--- src/rtl/calendar_clock_unit_pkg.sv ---
package calendar_clock_unit_pkg;

  ////////////////////////////////////////////////////////////////////////////
  // Timing
  localparam int CLK_PERIOD_NS = 40;
  localparam int TB_PERIOD_NS = 30518;
  // Timebase period in core cycles, rounded up
  localparam int TB_PERIOD_CYC = (TB_PERIOD_NS + CLK_PERIOD_NS - 1) / CLK_PERIOD_NS;
  // Two missed timebase periods mean the timebase has stopped
  localparam int RUN_TIMEOUT_CYC = 2 * TB_PERIOD_CYC;
  localparam int RUN_W = $clog2(RUN_TIMEOUT_CYC + 1);
  localparam int TICKS_PER_SEC = 32768;
  localparam int SYNC_WINDOW_TICKS = 32;

  ////////////////////////////////////////////////////////////////////////////
  // Register offsets
  localparam logic [7:0] OFS_CTRL = 8'h00;
  localparam logic [7:0] OFS_TIME = 8'h04;
  localparam logic [7:0] OFS_INT_STAT = 8'h08;
  localparam logic [7:0] OFS_INT_MASK = 8'h0C;

  ////////////////////////////////////////////////////////////////////////////
  // Control register fields
  localparam int TRIM_W = 10;
  localparam int CTRL_TRIM_LSB = 16;
  localparam int CTRL_ON_BIT = 15;
  localparam int CTRL_IDLE_BIT = 13;
  localparam int CTRL_SEL_BIT = 7;
  localparam int CTRL_RUN_BIT = 6;
  localparam int CTRL_UNLOCK_BIT = 3;
  localparam int CTRL_SYNC_BIT = 2;
  localparam int CTRL_HALF_BIT = 1;
  localparam int CTRL_OE_BIT = 0;
  localparam logic [31:0] CTRL_RSVD_MASK = 32'hFC00_5F30;
  localparam logic [31:0] CTRL_RESET = 32'h0000_0000;

  ////////////////////////////////////////////////////////////////////////////
  // Time register fields: hh mm ss, four bits a digit
  localparam int TIME_W = 24;
  localparam int TIME_LSB = 8;
  localparam logic [TIME_W-1:0] TIME_RESET = 24'h00_0000;

  ////////////////////////////////////////////////////////////////////////////
  // Interrupt status bits
  localparam int INT_W = 3;
  localparam int EV_SEC = 0;
  localparam int EV_MIN = 1;
  localparam int EV_ALARM = 2;

  // Trim correction phase within a minute
  typedef enum logic [1:0] {TRIM_IDLE, TRIM_ADD, TRIM_DROP} trim_mode_e;

  // Next BCD digit with wrap at the given last value
  function automatic logic [3:0] bcd_next(input logic [3:0] d, input logic [3:0] last);
    bcd_next = (d >= last) ? 4'h0 : 4'(d + 4'h1);
  endfunction : bcd_next

endpackage : calendar_clock_unit_pkg

--- src/rtl/bcd_time_counter.sv ---
`timescale 1ns/10ps
module bcd_time_counter (
  // Clock and reset
  input wire logic clk,
  input wire logic rst,
  // Count and load
  input wire logic sec_pulse,
  input wire logic load,
  input wire logic [calendar_clock_unit_pkg::TIME_W-1:0] load_value,
  // Time out
  output logic [calendar_clock_unit_pkg::TIME_W-1:0] time_value,
  output logic minute_roll
);

  typedef struct packed {
    logic [calendar_clock_unit_pkg::TIME_W-1:0] t;
    logic roll;
  } time_state_s;

  time_state_s s;
  time_state_s n;

  // BCD ripple count: ss, then mm, then hh with 23 wrapping to 00
  always_comb begin
    n = s;
    n.roll = 1'b0;
    if (load) begin
      n.t = load_value;
    end else if (sec_pulse) begin
      n.t[3:0] = calendar_clock_unit_pkg::bcd_next(s.t[3:0], 4'h9);
      if (s.t[3:0] == 4'h9) begin
        n.t[7:4] = calendar_clock_unit_pkg::bcd_next(s.t[7:4], 4'h5);
        if (s.t[7:0] == 8'h59) begin
          n.roll = 1'b1;
          n.t[11:8] = calendar_clock_unit_pkg::bcd_next(s.t[11:8], 4'h9);
          if (s.t[11:8] == 4'h9) begin
            n.t[15:12] = calendar_clock_unit_pkg::bcd_next(s.t[15:12], 4'h5);
            if (s.t[15:8] == 8'h59) begin
              if (s.t[23:16] == 8'h23) begin
                n.t[23:16] = 8'h00;
              end else begin
                n.t[19:16] = calendar_clock_unit_pkg::bcd_next(s.t[19:16], 4'h9);
                if (s.t[19:16] == 4'h9) n.t[23:20] = calendar_clock_unit_pkg::bcd_next(s.t[23:20], 4'h2);
              end
            end
          end
        end
      end
    end
  end

  // State register
  always_ff @(posedge clk) begin
    if (rst) begin
      s <= '0;
    end else begin
      s <= n;
    end
  end

  assign time_value = s.t;
  assign minute_roll = s.roll;

endmodule : bcd_time_counter

--- src/rtl/rtc_control_calibration.sv ---
// Chosen here: the placing of the registers and the plain strobed port.
`timescale 1ns/10ps
// What this block does
// - Trim is signed 10-bit: add or remove pulses
// - All ones removes one; zero means no correction
// - Enable bit 15 runs or halts the unit
// - Enable writes ignored unless write unlock set
// - Unlock sets only after system write sequence
// - Idle halt gates bus clock during idle
// - Bit 7 picks seconds clock or alarm
// - Pin driven only while output enable set
// - Bit 6 shows timebase really running
// - Half flag read-only, cleared on seconds write
// - Control register resets only at power-on
// - Unimplemented control bits read as zero
// - Time register holds BCD hh mm ss
// - Time writes accepted only while unlocked
module rtc_control_calibration #(
  parameter int TICKS_PER_SEC = calendar_clock_unit_pkg::TICKS_PER_SEC
) (
  // Clock and power-on reset
  input wire logic CORE_CLK,
  input wire logic RST,
  // Register port
  input wire logic [7:0] ADDR,
  input wire logic [31:0] WDATA,
  input wire logic WR,
  input wire logic RD,
  output logic [31:0] RDATA,
  // System status
  input wire logic SYS_WRITE_UNLOCKED,
  input wire logic CPU_IDLE,
  input wire logic ALARM_PULSE,
  // Timebase pin
  input wire logic TIMEBASE_IN,
  // Output pin
  output logic RTC_PIN_OUT,
  output logic RTC_PIN_OE,
  // Bus clock gate and interrupt
  output logic BUS_CLK_EN,
  output logic IRQ
);

  ////////////////////////////////////////////////////////////////////////////
  // State

  typedef struct packed {
    logic [2:0] tb_sync;
    logic tb_level;
    logic [calendar_clock_unit_pkg::TRIM_W-1:0] trim;
    logic on;
    logic idle_halt;
    logic sel;
    logic unlock;
    logic oe;
    logic [calendar_clock_unit_pkg::RUN_W-1:0] run_cnt;
    logic running;
    logic bus_clk_en;
    logic [31:0] rdata;
    logic [calendar_clock_unit_pkg::INT_W-1:0] int_stat;
    logic [calendar_clock_unit_pkg::INT_W-1:0] int_mask;
    logic pin_out;
    logic alarm_d;
  } ctrl_state_s;

  ctrl_state_s s;
  ctrl_state_s n;

  logic tb_stable;
  logic tick;
  logic wr_ok;
  logic rd_ok;
  logic time_load;
  logic sec_pulse;
  logic half_flag;
  logic near_roll;
  logic minute_roll;
  logic alarm_rise;
  logic [calendar_clock_unit_pkg::TIME_W-1:0] time_value;
  logic [calendar_clock_unit_pkg::INT_W-1:0] events;
  logic [31:0] ctrl_word;

  ////////////////////////////////////////////////////////////////////////////
  // Timebase edge detection and bus qualification

  // Level changes once the second and third stages agree
  assign tb_stable = (s.tb_sync[1] == s.tb_sync[2]);
  assign tick = tb_stable && s.tb_sync[2] && !s.tb_level;

  // Accesses only count while the bus clock reaches the unit
  assign wr_ok = WR && s.bus_clk_en;
  assign rd_ok = RD && s.bus_clk_en;
  assign time_load = wr_ok && (ADDR == calendar_clock_unit_pkg::OFS_TIME) && s.unlock;
  assign alarm_rise = ALARM_PULSE && !s.alarm_d;
  assign events = {alarm_rise, minute_roll, sec_pulse};

  ////////////////////////////////////////////////////////////////////////////
  // Sub-blocks

  rtc_prescaler #(
    .TICKS_PER_SEC(TICKS_PER_SEC)
  ) u_prescaler (
    .clk(CORE_CLK),
    .rst(RST),
    .tick(tick),
    .run(s.on),
    .trim(s.trim),
    .minute_roll(minute_roll),
    .clear_half(time_load),
    .sec_pulse(sec_pulse),
    .half_flag(half_flag),
    .near_roll(near_roll)
  );

  bcd_time_counter u_time (
    .clk(CORE_CLK),
    .rst(RST),
    .sec_pulse(sec_pulse),
    .load(time_load),
    .load_value(WDATA[calendar_clock_unit_pkg::TIME_LSB +: calendar_clock_unit_pkg::TIME_W]),
    .time_value(time_value),
    .minute_roll(minute_roll)
  );

  ////////////////////////////////////////////////////////////////////////////
  // Control word as software reads it; other bits stay zero

  always_comb begin
    ctrl_word = 32'h0000_0000;
    ctrl_word[calendar_clock_unit_pkg::CTRL_TRIM_LSB +: calendar_clock_unit_pkg::TRIM_W] = s.trim;
    ctrl_word[calendar_clock_unit_pkg::CTRL_ON_BIT] = s.on;
    ctrl_word[calendar_clock_unit_pkg::CTRL_IDLE_BIT] = s.idle_halt;
    ctrl_word[calendar_clock_unit_pkg::CTRL_SEL_BIT] = s.sel;
    ctrl_word[calendar_clock_unit_pkg::CTRL_RUN_BIT] = s.running;
    ctrl_word[calendar_clock_unit_pkg::CTRL_UNLOCK_BIT] = s.unlock;
    ctrl_word[calendar_clock_unit_pkg::CTRL_SYNC_BIT] = s.on && near_roll;
    ctrl_word[calendar_clock_unit_pkg::CTRL_HALF_BIT] = half_flag;
    ctrl_word[calendar_clock_unit_pkg::CTRL_OE_BIT] = s.oe;
  end

  ////////////////////////////////////////////////////////////////////////////
  // Next state

  always_comb begin
    n = s;
    n.tb_sync = {s.tb_sync[1:0], TIMEBASE_IN};
    if (tb_stable) n.tb_level = s.tb_sync[2];
    n.alarm_d = ALARM_PULSE;

    // Control register writes
    if (wr_ok && ADDR == calendar_clock_unit_pkg::OFS_CTRL) begin
      n.trim = WDATA[calendar_clock_unit_pkg::CTRL_TRIM_LSB +: calendar_clock_unit_pkg::TRIM_W];
      n.idle_halt = WDATA[calendar_clock_unit_pkg::CTRL_IDLE_BIT];
      n.sel = WDATA[calendar_clock_unit_pkg::CTRL_SEL_BIT];
      n.oe = WDATA[calendar_clock_unit_pkg::CTRL_OE_BIT];
      if (s.unlock) n.on = WDATA[calendar_clock_unit_pkg::CTRL_ON_BIT];
      // Clearing is always allowed, setting needs the system sequence
      n.unlock = WDATA[calendar_clock_unit_pkg::CTRL_UNLOCK_BIT] && (SYS_WRITE_UNLOCKED || s.unlock);
    end

    // Timebase watchdog: running only while ticks keep coming
    if (!s.on) begin
      n.run_cnt = '0;
    end else if (tick) begin
      n.run_cnt = calendar_clock_unit_pkg::RUN_W'(calendar_clock_unit_pkg::RUN_TIMEOUT_CYC);
    end else if (s.run_cnt != '0) begin
      n.run_cnt = s.run_cnt - 1'b1;
    end
    n.running = n.on && (n.run_cnt != '0);

    // Bus clock gate while idle
    n.bus_clk_en = !(n.idle_halt && CPU_IDLE);

    // Sticky status: a new event wins over a same-cycle clear
    if (wr_ok && ADDR == calendar_clock_unit_pkg::OFS_INT_STAT) begin
      n.int_stat = (s.int_stat & ~WDATA[calendar_clock_unit_pkg::INT_W-1:0]) | events;
    end else begin
      n.int_stat = s.int_stat | events;
    end
    if (wr_ok && ADDR == calendar_clock_unit_pkg::OFS_INT_MASK) n.int_mask = WDATA[calendar_clock_unit_pkg::INT_W-1:0];

    // Output pin source
    if (s.oe) begin
      n.pin_out = s.sel ? half_flag : ALARM_PULSE;
    end else begin
      n.pin_out = 1'b0;
    end

    // Read data for the next cycle, zero for unmapped offsets
    n.rdata = 32'h0000_0000;
    if (rd_ok) begin
      case (ADDR)
        calendar_clock_unit_pkg::OFS_CTRL: n.rdata = ctrl_word;
        calendar_clock_unit_pkg::OFS_TIME: n.rdata = {time_value, 8'h00};
        calendar_clock_unit_pkg::OFS_INT_STAT: n.rdata = {29'h0000_0000, s.int_stat};
        calendar_clock_unit_pkg::OFS_INT_MASK: n.rdata = {29'h0000_0000, s.int_mask};
        default: n.rdata = 32'h0000_0000;
      endcase
    end
  end

  ////////////////////////////////////////////////////////////////////////////
  // State register; only the power-on reset reaches it

  always_ff @(posedge CORE_CLK) begin
    if (RST) begin
      s <= '0;
    end else begin
      s <= n;
    end
  end

  // Outputs
  assign RDATA = s.rdata;
  assign RTC_PIN_OUT = s.pin_out;
  assign RTC_PIN_OE = s.oe;
  assign BUS_CLK_EN = s.bus_clk_en;
  assign IRQ = |(s.int_stat & s.int_mask);
endmodule : rtc_control_calibration

--- src/rtl/rtc_prescaler.sv ---
`timescale 1ns/10ps
module rtc_prescaler #(
  parameter int TICKS_PER_SEC = calendar_clock_unit_pkg::TICKS_PER_SEC
) (
  // Clock and reset
  input wire logic clk,
  input wire logic rst,
  // Timebase and control
  input wire logic tick,
  input wire logic run,
  input wire logic [calendar_clock_unit_pkg::TRIM_W-1:0] trim,
  input wire logic minute_roll,
  input wire logic clear_half,
  // Status
  output logic sec_pulse,
  output logic half_flag,
  output logic near_roll
);

  typedef struct packed {
    logic [15:0] count;
    logic [calendar_clock_unit_pkg::TRIM_W-1:0] pending;
    calendar_clock_unit_pkg::trim_mode_e mode;
    logic half;
    logic sec_pulse;
  } presc_state_s;

  presc_state_s s;
  presc_state_s n;
  logic [1:0] step;
  logic [16:0] sum;

  // Trim load, tick counting and half-second tracking
  always_comb begin
    n = s;
    n.sec_pulse = 1'b0;
    step = 2'd1;
    sum = 17'h0_0000;
    if (minute_roll) begin
      if (trim[calendar_clock_unit_pkg::TRIM_W-1]) begin
        n.mode = calendar_clock_unit_pkg::TRIM_DROP;
        n.pending = calendar_clock_unit_pkg::TRIM_W'(-trim);
      end else if (trim != '0) begin
        n.mode = calendar_clock_unit_pkg::TRIM_ADD;
        n.pending = trim;
      end else begin
        n.mode = calendar_clock_unit_pkg::TRIM_IDLE;
        n.pending = '0;
      end
    end
    if (clear_half) begin
      n.count = 16'h0000;
      n.half = 1'b0;
    end else if (run && tick) begin
      case (s.mode)
        calendar_clock_unit_pkg::TRIM_ADD: begin
          step = 2'd2;
          n.pending = s.pending - 1'b1;
          if (s.pending <= 1) n.mode = calendar_clock_unit_pkg::TRIM_IDLE;
        end
        calendar_clock_unit_pkg::TRIM_DROP: begin
          step = 2'd0;
          n.pending = s.pending - 1'b1;
          if (s.pending <= 1) n.mode = calendar_clock_unit_pkg::TRIM_IDLE;
        end
        default: step = 2'd1;
      endcase
      sum = {1'b0, s.count} + {15'h0000, step};
      if (sum >= 17'(TICKS_PER_SEC)) begin
        sum = sum - 17'(TICKS_PER_SEC);
        n.sec_pulse = 1'b1;
      end
      n.count = sum[15:0];
      n.half = (sum >= 17'(TICKS_PER_SEC / 2));
    end
  end

  // State register
  always_ff @(posedge clk) begin
    if (rst) begin
      s <= '0;
    end else begin
      s <= n;
    end
  end

  assign sec_pulse = s.sec_pulse;
  assign half_flag = s.half;
  assign near_roll = (s.count >= 16'(TICKS_PER_SEC - calendar_clock_unit_pkg::SYNC_WINDOW_TICKS));
endmodule : rtc_prescaler

--- config.mk ---
export PLATFORM = sky130hd
export DESIGN_NAME = rtc_control_calibration
export DESIGN_NICKNAME = d
export VERILOG_FILES = /design/src/rtl/calendar_clock_unit_pkg.sv /design/src/rtl/bcd_time_counter.sv /design/src/rtl/rtc_control_calibration.sv /design/src/rtl/rtc_prescaler.sv
export SDC_FILE = /design/constraint.sdc
export NUM_CORES = 1
export LEC_CHECK = 0
export BUFFER_PORTS_ARGS = -buffer_cell sky130_fd_sc_hd__buf_4
export CORE_MARGIN = 4
export CORE_UTILIZATION = 54
export CTS_CLUSTER_DIAMETER = 200
export CTS_CLUSTER_SIZE = 25
export DETAILED_ROUTE_END_ITERATION = 6
export PLACE_DENSITY = 0.78
export SLEW_MARGIN = 20
export SYNTH_ARGS = -nofsm -noshare
export SYNTH_HDL_FRONTEND = slang
export SYNTH_SLANG_ARGS = --single-unit
--- constraint.sdc ---
create_clock -name CORE_CLK -period 3 [get_ports CORE_CLK]
set_input_delay 0.75 -clock CORE_CLK [delete_from_list [all_inputs] [get_ports CORE_CLK]]
set_output_delay 0.75 -clock CORE_CLK [all_outputs]
set_load 0.01 [all_outputs]
Word-level counts from Yosys, hierarchy flattened
Cells that the tools add are included.
{"block": "word_totals", "output_inout_bits": 36, "regBits": 127, "input_bits": 48}
{"block": "op_classes", "muxes": 38, "reduce_logical": 41, "magnitude_cmp": 10, "bitwise": 10, "add_sub_neg": 11, "n_eq_ne": 12}
{"operator": "$pmux W32 S4", "count": 1}
{"operator": "$mux W12", "count": 5}
{"operator": "$mux W17", "count": 3}
{"operator": "$mux W11", "count": 4}
{"operator": "$mux W4", "count": 7}
{"operator": "$mux W25", "count": 1}
{"operator": "$add A4 B1 Y4 const B", "count": 6}
{"operator": "$mux W24", "count": 1}
{"operator": "$reduce_bool A11 Y1", "count": 2}
{"operator": "$mux W20", "count": 1}
{"operator": "$add A16 B2 Y17", "count": 1}
{"operator": "$ge A17 B15 Y1 const B", "count": 1}
{"operator": "$ge A17 B16 Y1 const B", "count": 1}
{"operator": "$sub A17 B16 Y17 const B", "count": 1}
{"operator": "$eq A8 B4 Y1 const B", "count": 2}
{"operator": "$eq A8 B7 Y1 const B", "count": 2}
{"operator": "$ge A16 B15 Y1 const B", "count": 1}
{"operator": "$mux W16", "count": 1}
{"operator": "$mux W8", "count": 2}
{"operator": "$logic_and A1 B1 Y1", "count": 15}
{"operator": "$mux W14", "count": 1}
{"operator": "$eq A4 B4 Y1 const B", "count": 3}
{"operator": "$ge A4 B4 Y1 const B", "count": 3}
{"operator": "$sub A11 B1 Y11 const B", "count": 1}
{"operator": "other kinds (33)", "count": 56}

Longest topological paths before layout
Gate-level depths: netlist of the first run.
{"block": "logic_depth", "depth_word": 14, "mapped_depth": 13, "ltp_nobuf": 13}

Cells and area by module
A second synthesis of the first run with hierarchy kept.
{"block": "hier_totals", "cells_unflattened": 804, "area_unflattened_um2": 6917.9}
{"mod": "rtc_control_calibration", "seq_area_each_um2": 1401.3, "cells_per_inst": 324, "area_per_inst_um2": 2975.4, "instances": 1}
{"mod": "rtc_prescaler", "seq_area_each_um2": 600.6, "cells_per_inst": 284, "area_per_inst_um2": 2272.2, "instances": 1}
{"mod": "bcd_time_counter", "seq_area_each_um2": 500.5, "cells_per_inst": 196, "area_per_inst_um2": 1670.4, "instances": 1}

Worst setup path after synthesis of the first run
Ideal clock, no wire load.
{"block": "synth_path", "path_kind": "flip-flop to flip-flop", "start": "register u_prescaler.s[3] (netlist name)", "end": "register u_prescaler.s, in the netlist u_prescaler.sec_pulse", "t_arrival_ps": 2642, "stages_incl_launch_ff": 12, "period_less_slack_ps": 2716, "setup_slack_ps": 284, "path_cell_list": "dfxtp_1 > inv_1 > ha_1 > ha_1 > inv_1 > fa_1 > nand3b_2 > nor4_1 > xor2_1 > a221o_2 > o31a_1 > nor3_2"}
{"block": "synth_between", "elab_chain_cells": 7, "elab_cells_between_ends": 8, "cone_classes": "1 x add/sub; 1 x order compare; 2 x eq/ne; 4 x mux"}
{"item": "from (decl)", "line": "rtc_prescaler.sv:28", "source": "presc_state_s s;"}
{"item": "from (signal assigned)", "line": "rtc_prescaler.sv:83", "source": "s <= n;"}
{"item": "$eq A2 B2 Y1 / $eq A2 B1 Y1 (equally long branches)", "line": "rtc_prescaler.sv:55", "source": "case (s.mode)"}
{"item": "$pmux W2 S2 *", "line": "rtc_prescaler.sv:55"}
{"item": "$mux W2 *", "line": "rtc_prescaler.sv:54", "source": "end else if (run && tick) begin"}
{"item": "$mux W2 *", "line": "rtc_prescaler.sv:51", "source": "if (clear_half) begin"}
{"item": "$add A16 B2 Y17 *", "line": "rtc_prescaler.sv:68", "source": "sum = {1'b0, s.count} + {15'h0000, step};"}
{"item": "$ge A17 B16 Y1 *", "line": "rtc_prescaler.sv:69", "source": "if (sum >= 17'(TICKS_PER_SEC)) begin"}
{"item": "$mux W1 *", "line": "rtc_prescaler.sv:69"}
Every way passes the cells marked *; elsewhere a longest branch is shown, timed or not. The select of a mux whose other input is x is not followed.
A chain may end at the register's enable or synchronous reset.

Final worst setup path of the first run
Same ends and word-level chain as after synthesis.

==> run metrics, run 1 <==
status finished, final reports clean; Die H 119.1 um; Area after DPL 7163 um^2; clock root buffer clkbuf_16; io pins 84; Post-Syn Area 6665 um^2; fin nets 920; gr usage total 0.2362; synth unique cells 81; HP Class reg -> reg; R2R Setup Slk 0.23 ns; Main synth FF type dfxtp_1; startpoint type of the worst setup path flop; FF+latch count, synth 125; DR DRC count 0; CP Capture Type flop; commonest cells after routing, fill and taps aside dfxtp_1 (125), nor2_1 (107), buf_4 (91), nand2_1 (71), a21oi_1 (51); Hold WS 0.4528 ns; global-route wire length before repair 27500 um; total of max-cap violations 0; Worst Slack Setup Final 0.2332 ns; post-placement cell count 992; # diodes 0; critical-path cell list inv_1 -> ha_1 -> ha_1 -> inv_1 -> fa_2 -> nand3b_4 -> nor4_2 -> xor2_1 -> a221o_2 -> o31a_1 -> nor3_2; H-tree depth 4; Crit Path Max Fanout 5; unrepaired setup endpoints after global routing false; Core Box Area 12060 um^2; Clk pin slew, worst setup/hold paths 0.05 ns; initial drt markers 477; Slew headroom 0.4802; Finished Core Util 0.6457; Seq. cell area 2502 um^2; Final period util 0.9223; Final setup viols 0; Synth Area per Inst 8.321 um^2; Avg Vias per Cell 5.771; vias in the first global route 5732; Post-Syn Instances 801; pre-CTS setup slack -0.008783 ns; initial antenna violation count 0; Core Rows 40; share of cells above drive strength 1 0.1846; CP Class reg -> reg; footprint of the multi-input gates 3709 um^2; Max Slew Vio Count 0; CP Data Arrival Time 3.10 ns; CP Buf/Inv Count 2; port buffer count 78; max frequency 361.4 MHz; cell area after layout 7789 um^2; Clock Skews 0.01123 ns; clock sinks 125; Die Span X 119.1 um; Total Wirelength 16940 um; worst slew pin tran 0.7797 ns; fraction of registers with async set/reset 0; dominant cell type by area after synthesis dfxtp_1; commonest non-fill, non-tap cell in the layout dfxtp_1; Worst path slowest cell fa_2; grt total ovfl 0; antenna violation net count after detailed routing 0; Final Hold Viols 0; Initial DRT Pass Iterations 5; placer congestion estimate 0.8943; Syn-to-layout area delta 16.86%; Worst path max stage delay 0.37 ns; DR WL/cell 16.54 um; CTS Buf Count 17; pwr dens 476.5 nW/um^2; worst path required time 3.33 ns; clk_lat worst skew 0.41 ns; FILL cells 983; total number of vias 5909; clk buf depth 2; largest net degree at the start of global routing 61; die area 14180 um^2; largest cells by area after synthesis dfxtp_1 (38%), nor2_1 (6.1%), ha_1 (4.9%); Post-synth EDFFs 0; maximum VDD drop 0.4092 mV; top-area cell type share of the netlist area 0.3754; min Tclk post-route 2.767 ns; sequential fraction of the synthesis area 0.3754; Starting Density 0.5526; post-route non-filler standard cell count 1024; TritonCTS clock tree done; critical path's top delay family adder cells; HPWL after DPL 11640 um; Synth warnings 0; LEAKAGE 3.173 nW
[layer usage]
metal  up-vias  GRT usage  routed length (um)
met5         -          0                   0
met4         0     0.1050                 565
met3        47    0.05508                1077
met2       267     0.3995                8365
met1      2734     0.2853                6927
li1       2861          -                   -
[sequential cells by signal, indices dropped and copies added (netlist names)]
signal and count:
RTC_PIN_OUT 1, RTC_PIN_OE 1, u_time.minute_roll 1, n 2, BUS_CLK_EN 1, ctrl_word 15, u_prescaler.sec_pulse 1, u_time.time_value 24
s 20, u_prescaler.half_flag 1, u_prescaler.s 28, RDATA 30
[cells by family after synthesis]
logic type               count (synthesis)  synth area share
flip-flops                             125            0.3754
buffers and inverters                  101           0.07734
AO/OA/AOI/OAI                          147            0.1447
XOR/XNOR                                28           0.03679
other                                    1         0.0005626
multiplexers                            26           0.03923
AND/OR/NAND/NOR                        346            0.2741
adder cells (fa/ha/maj)                 27           0.05181
[power by group]
part           internal, W  switching, W  leakage, nW
combinational    0.0000515     0.0000612         1.88
sequential         0.00167    0.00000318         1.01
clock              0.00123      0.000699        0.280
[Yosys cell counts, types with 4 or more instances]
cell type,instances
clkbuf_1,23
nor3_2,4
dfxtp_1,125
o211ai_1,6
buf_2,12
and3_1,15
nand2b_1,11
xnor2_1,18
or3_1,8
ha_1,26
nor3_1,28
and2_1,4
a211oi_1,16
nand3b_1,8
inv_1,32
mux2i_1,25
xor2_1,10
o31ai_1,5
a21oi_1,51
nor2b_1,9
nor4_1,8
nand4_1,7
nand2_1,71
a31oi_1,8
nor2_1,108
nor3b_1,8
o21ai_0,22
buf_4,32
o31a_1,5
a22oi_1,6
nand3_1,25
[path summary, 6_finish.rpt]
path | start | endpoint | cells after the start
hold / removal | n[70] | n[71] | 1
setup / recovery | u_prescaler.s[3] | u_prescaler.sec_pulse | 11
hold reg to reg | n[70] | n[71] | 1
setup reg to reg | u_prescaler.s[3] | u_prescaler.sec_pulse | 11
[layout make-up]
| type | instances | area share |
|---|---|---|
| Multi-Input combinational cell | 577 | 0.4761 |
| Inverter | 33 | 0.01590 |
| Clock buffer | 23 | 0.06394 |
| Sequential cell | 125 | 0.3213 |
| Tap cell | 168 | 0.02699 |
| Clock inverter | 7 | 0.008032 |
| Timing Repair Buffer | 91 | 0.08771 |
[worst reg2reg max path, delay by kind of cell, from the launching register on]
family	cells	cell delay, ns
buffers and inverters	2	0.12
AND/OR/NAND/NOR	3	0.59
XOR/XNOR	1	0.14
flip-flops	1	0.33
adder cells (fa/ha/maj)	3	0.89
AO/OA/AOI/OAI	2	0.64
[through the flow]
step	total power (W)	TNS, ns
after floorplan	0.001747	0
after global placement	0.001813	0
after detailed placement	0.001814	-0.008783
after CTS	0.003730	0
after global routing	0.003821	0
final	0.003711	0
[what timing repair did]
action                                  4_1_cts  5_1_grt
endpoints found under the setup margin        4        4
gates cloned                                  0        1
hold buffers                                  0        0
endpoints found under the hold margin         0        0
gates resized for setup                       1        8
buffers inserted                              0        1
No activity file was read; power rests on OpenSTA's default activity.
==> run 2, diff against run 1 <==
Settings changed: PLACE_DENSITY 0.78 to 0.75.
==> run 2 against run 1 <==
Against the previous run: cell count fell by 0.59%; die area did not move; non-clock buffer count fell by 2; sequential share of layout area rose by 0.31 points; clock skew fell by 0.0043 ns; flip-flop and latch count did not move; clock power fell by 7%; cell area fell by 0.95%; combinational power fell by 4%; maximum frequency fell by 4.0%; highest routed layer unchanged.
==> run metrics, run 2 (same netlist as run 1, synthesis figures left out) <==
Final period util 0.9605 (+0.03820); LEAKAGE 3.116 nW (-1.8%); clk buf depth 2 (unchanged); CP Class reg -> reg; # diodes 0 (unchanged); Clk pin slew, worst setup/hold paths 0.05 ns (about the same); initial drt markers 522 (+9.4%); Starting Density 0.5526 (unchanged); gr usage total 0.2268 (-0.009404); Switching Fraction 0.2023 (-0.003325); Seq. cell area 2502 um^2 (unchanged); Core Rows 40 (unchanged); CTS Buf Count 17 (unchanged); commonest cells after routing, fill and taps aside dfxtp_1 (125), nor2_1 (107), buf_4 (89), nand2_1 (71), a21oi_1 (51); FILL cells 1021 (+3.9%); HPWL after DPL 11370 um (-2.3%); Final setup viols 0 (unchanged); clock sinks 125 (unchanged); clk_lat worst skew 0.42 ns (about the same); setup TNS 0 ns (unchanged); vias in the first global route 5512 (-3.8%); Gate power share 0.030 (about the same); Core Box Area 12060 um^2 (unchanged); Initial DRT Pass Iterations 5 (unchanged); Final Hold Viols 0 (unchanged); DR DRC count 0 (unchanged); Crit Path Max Fanout 9 (+4); # hold bufs at CTS 0 (unchanged); TritonCTS clock tree done; min Tclk post-route 2.881 ns (+0.1146 ns); worst slew pin tran 0.7448 ns (-0.03489 ns); share of cells above drive strength 1 0.1741 (-0.01046); io pins 84 (unchanged); die area 14180 um^2 (unchanged); CP Capture Type flop; DR WL/cell 15.56 um (-5.9%); Max Slew Vio Count 0 (unchanged); Die H 119.1 um (unchanged); Area after DPL 7156 um^2 (-0.10%); grt total ovfl 0 (unchanged); antenna violation net count after detailed routing 0 (unchanged); Syn-to-layout area delta 15.75%; max FFs per register 30 (unchanged); H-tree depth 4 (unchanged); R2R cell count 11 (unchanged); CP Buf/Inv Count 2 (unchanged); Psw 0.0007239 W (-5.1%); Worst Hold Depth 1 (unchanged); fin nets 917 (-0.33%); Internal 0.002855 W (-3.2%); total number of vias 5727 (-3.1%); Die Span X 119.1 um (unchanged); max frequency 347.1 MHz (-4.0%); clock root buffer clkbuf_16; Clock Skews 0.006889 ns (-0.004339 ns); cell area after layout 7715 um^2 (-0.95%); critical path's top delay family adder cells; pwr dens 463.9 nW/um^2 (-2.6%); maximum VDD drop 0.3740 mV (-8.6%); placer congestion estimate 0.8850 (-1.0%); startpoint type of the worst setup path flop; commonest non-fill, non-tap cell in the layout dfxtp_1; largest net degree at the start of global routing 61 (unchanged); Worst path slowest cell fa_1; status finished, final reports clean; initial antenna violation count 0 (unchanged); total of max-cap violations 0 (unchanged); footprint of the multi-input gates 3695 um^2 (-0.37%); clock group share of total power 0.503 (-0.017); Total Wirelength 15840 um (-6.5%); critical-path cell list inv_1 -> ha_1 -> ha_1 -> inv_1 -> fa_1 -> nand3b_4 -> nor4_2 -> xor2_1 -> a221o_2 -> o31a_1 -> nor3_2; worst path required time 3.34 ns (about the same); global-route wire length before repair 26250 um (-4.5%); CP Data Arrival Time 3.22 ns (+0.12 ns); port buffer count 78 (unchanged); Slew headroom 0.5035 (+0.02326); HP Class reg -> reg; sequential group share of total power 0.467 (+0.017); CP Depth 11 (unchanged); Avg Vias per Cell 5.626 (-2.5%); Worst path max stage delay 0.42 ns (+0.05 ns)
-- run 2: metrics by stage --
step,worst slack [ns],std cells,hold slack (ns),utilization,total power [W]
floorplan,0.2835,802,0.4138,-,0.001747
global placement,0.09130,991,0.4314,0.5933,0.001812
detailed placement,-0.06006,991,0.4448,0.5933,0.001813
CTS,0.07399,1018,0.4487,0.6367,0.003608
global route,-0.008630,1018,0.4505,0.6396,0.003696
finish,0.1186,1018,0.4466,0.6396,0.003579
-- run 2: layout make-up --
cell class | instances | share of cell area
multi-input combinational | 576 | 0.4789
sequential | 125 | 0.3244
timing repair buffer | 89 | 0.08660
clock buffer | 25 | 0.06552
tap | 168 | 0.02725
inverter | 33 | 0.01606
clock inverter | 2 | 0.001297
-- run 2: worst paths after layout --
path              slack [ns]               endpoint             start
setup / recovery        0.12  u_prescaler.sec_pulse  u_prescaler.s[3]
setup reg to reg        0.12  u_prescaler.sec_pulse  u_prescaler.s[3]
hold / removal          0.45                  n[71]             n[70]
hold reg to reg         0.45                  n[71]             n[70]
-- run 2: routing by layer --
metal / up-vias / wire, um / share of wire / GRT usage
met5: - / 0 / 0 / 0
met4: 0 / 303 / 0.019 / 0.08327
met1: 2679 / 6967 / 0.44 / 0.2792
li1: 2862 / - / - / -
met2: 160 / 7720 / 0.49 / 0.3829
met3: 26 / 845 / 0.053 / 0.05698
-- run 2: what timing repair did --
item | in CTS | in global routing
buffers inserted | 0 | 0
pin swaps | 0 | 1
setup endpoints to repair | 2 | 4
hold endpoints to repair | 0 | 0
gates resized for setup | 1 | 7
-- run 2: power by group through the flow --
stage	clock (W)	sequential (W)	combinational (W)
final	0.00180	0.00167	0.000109
after global routing	0.00191	0.00167	0.000118
after CTS	0.00183	0.00167	0.000109
after detailed placement	0	0.00170	0.000109
after global placement	0	0.00170	0.000108
after floorplan	0	0.00170	0.0000433
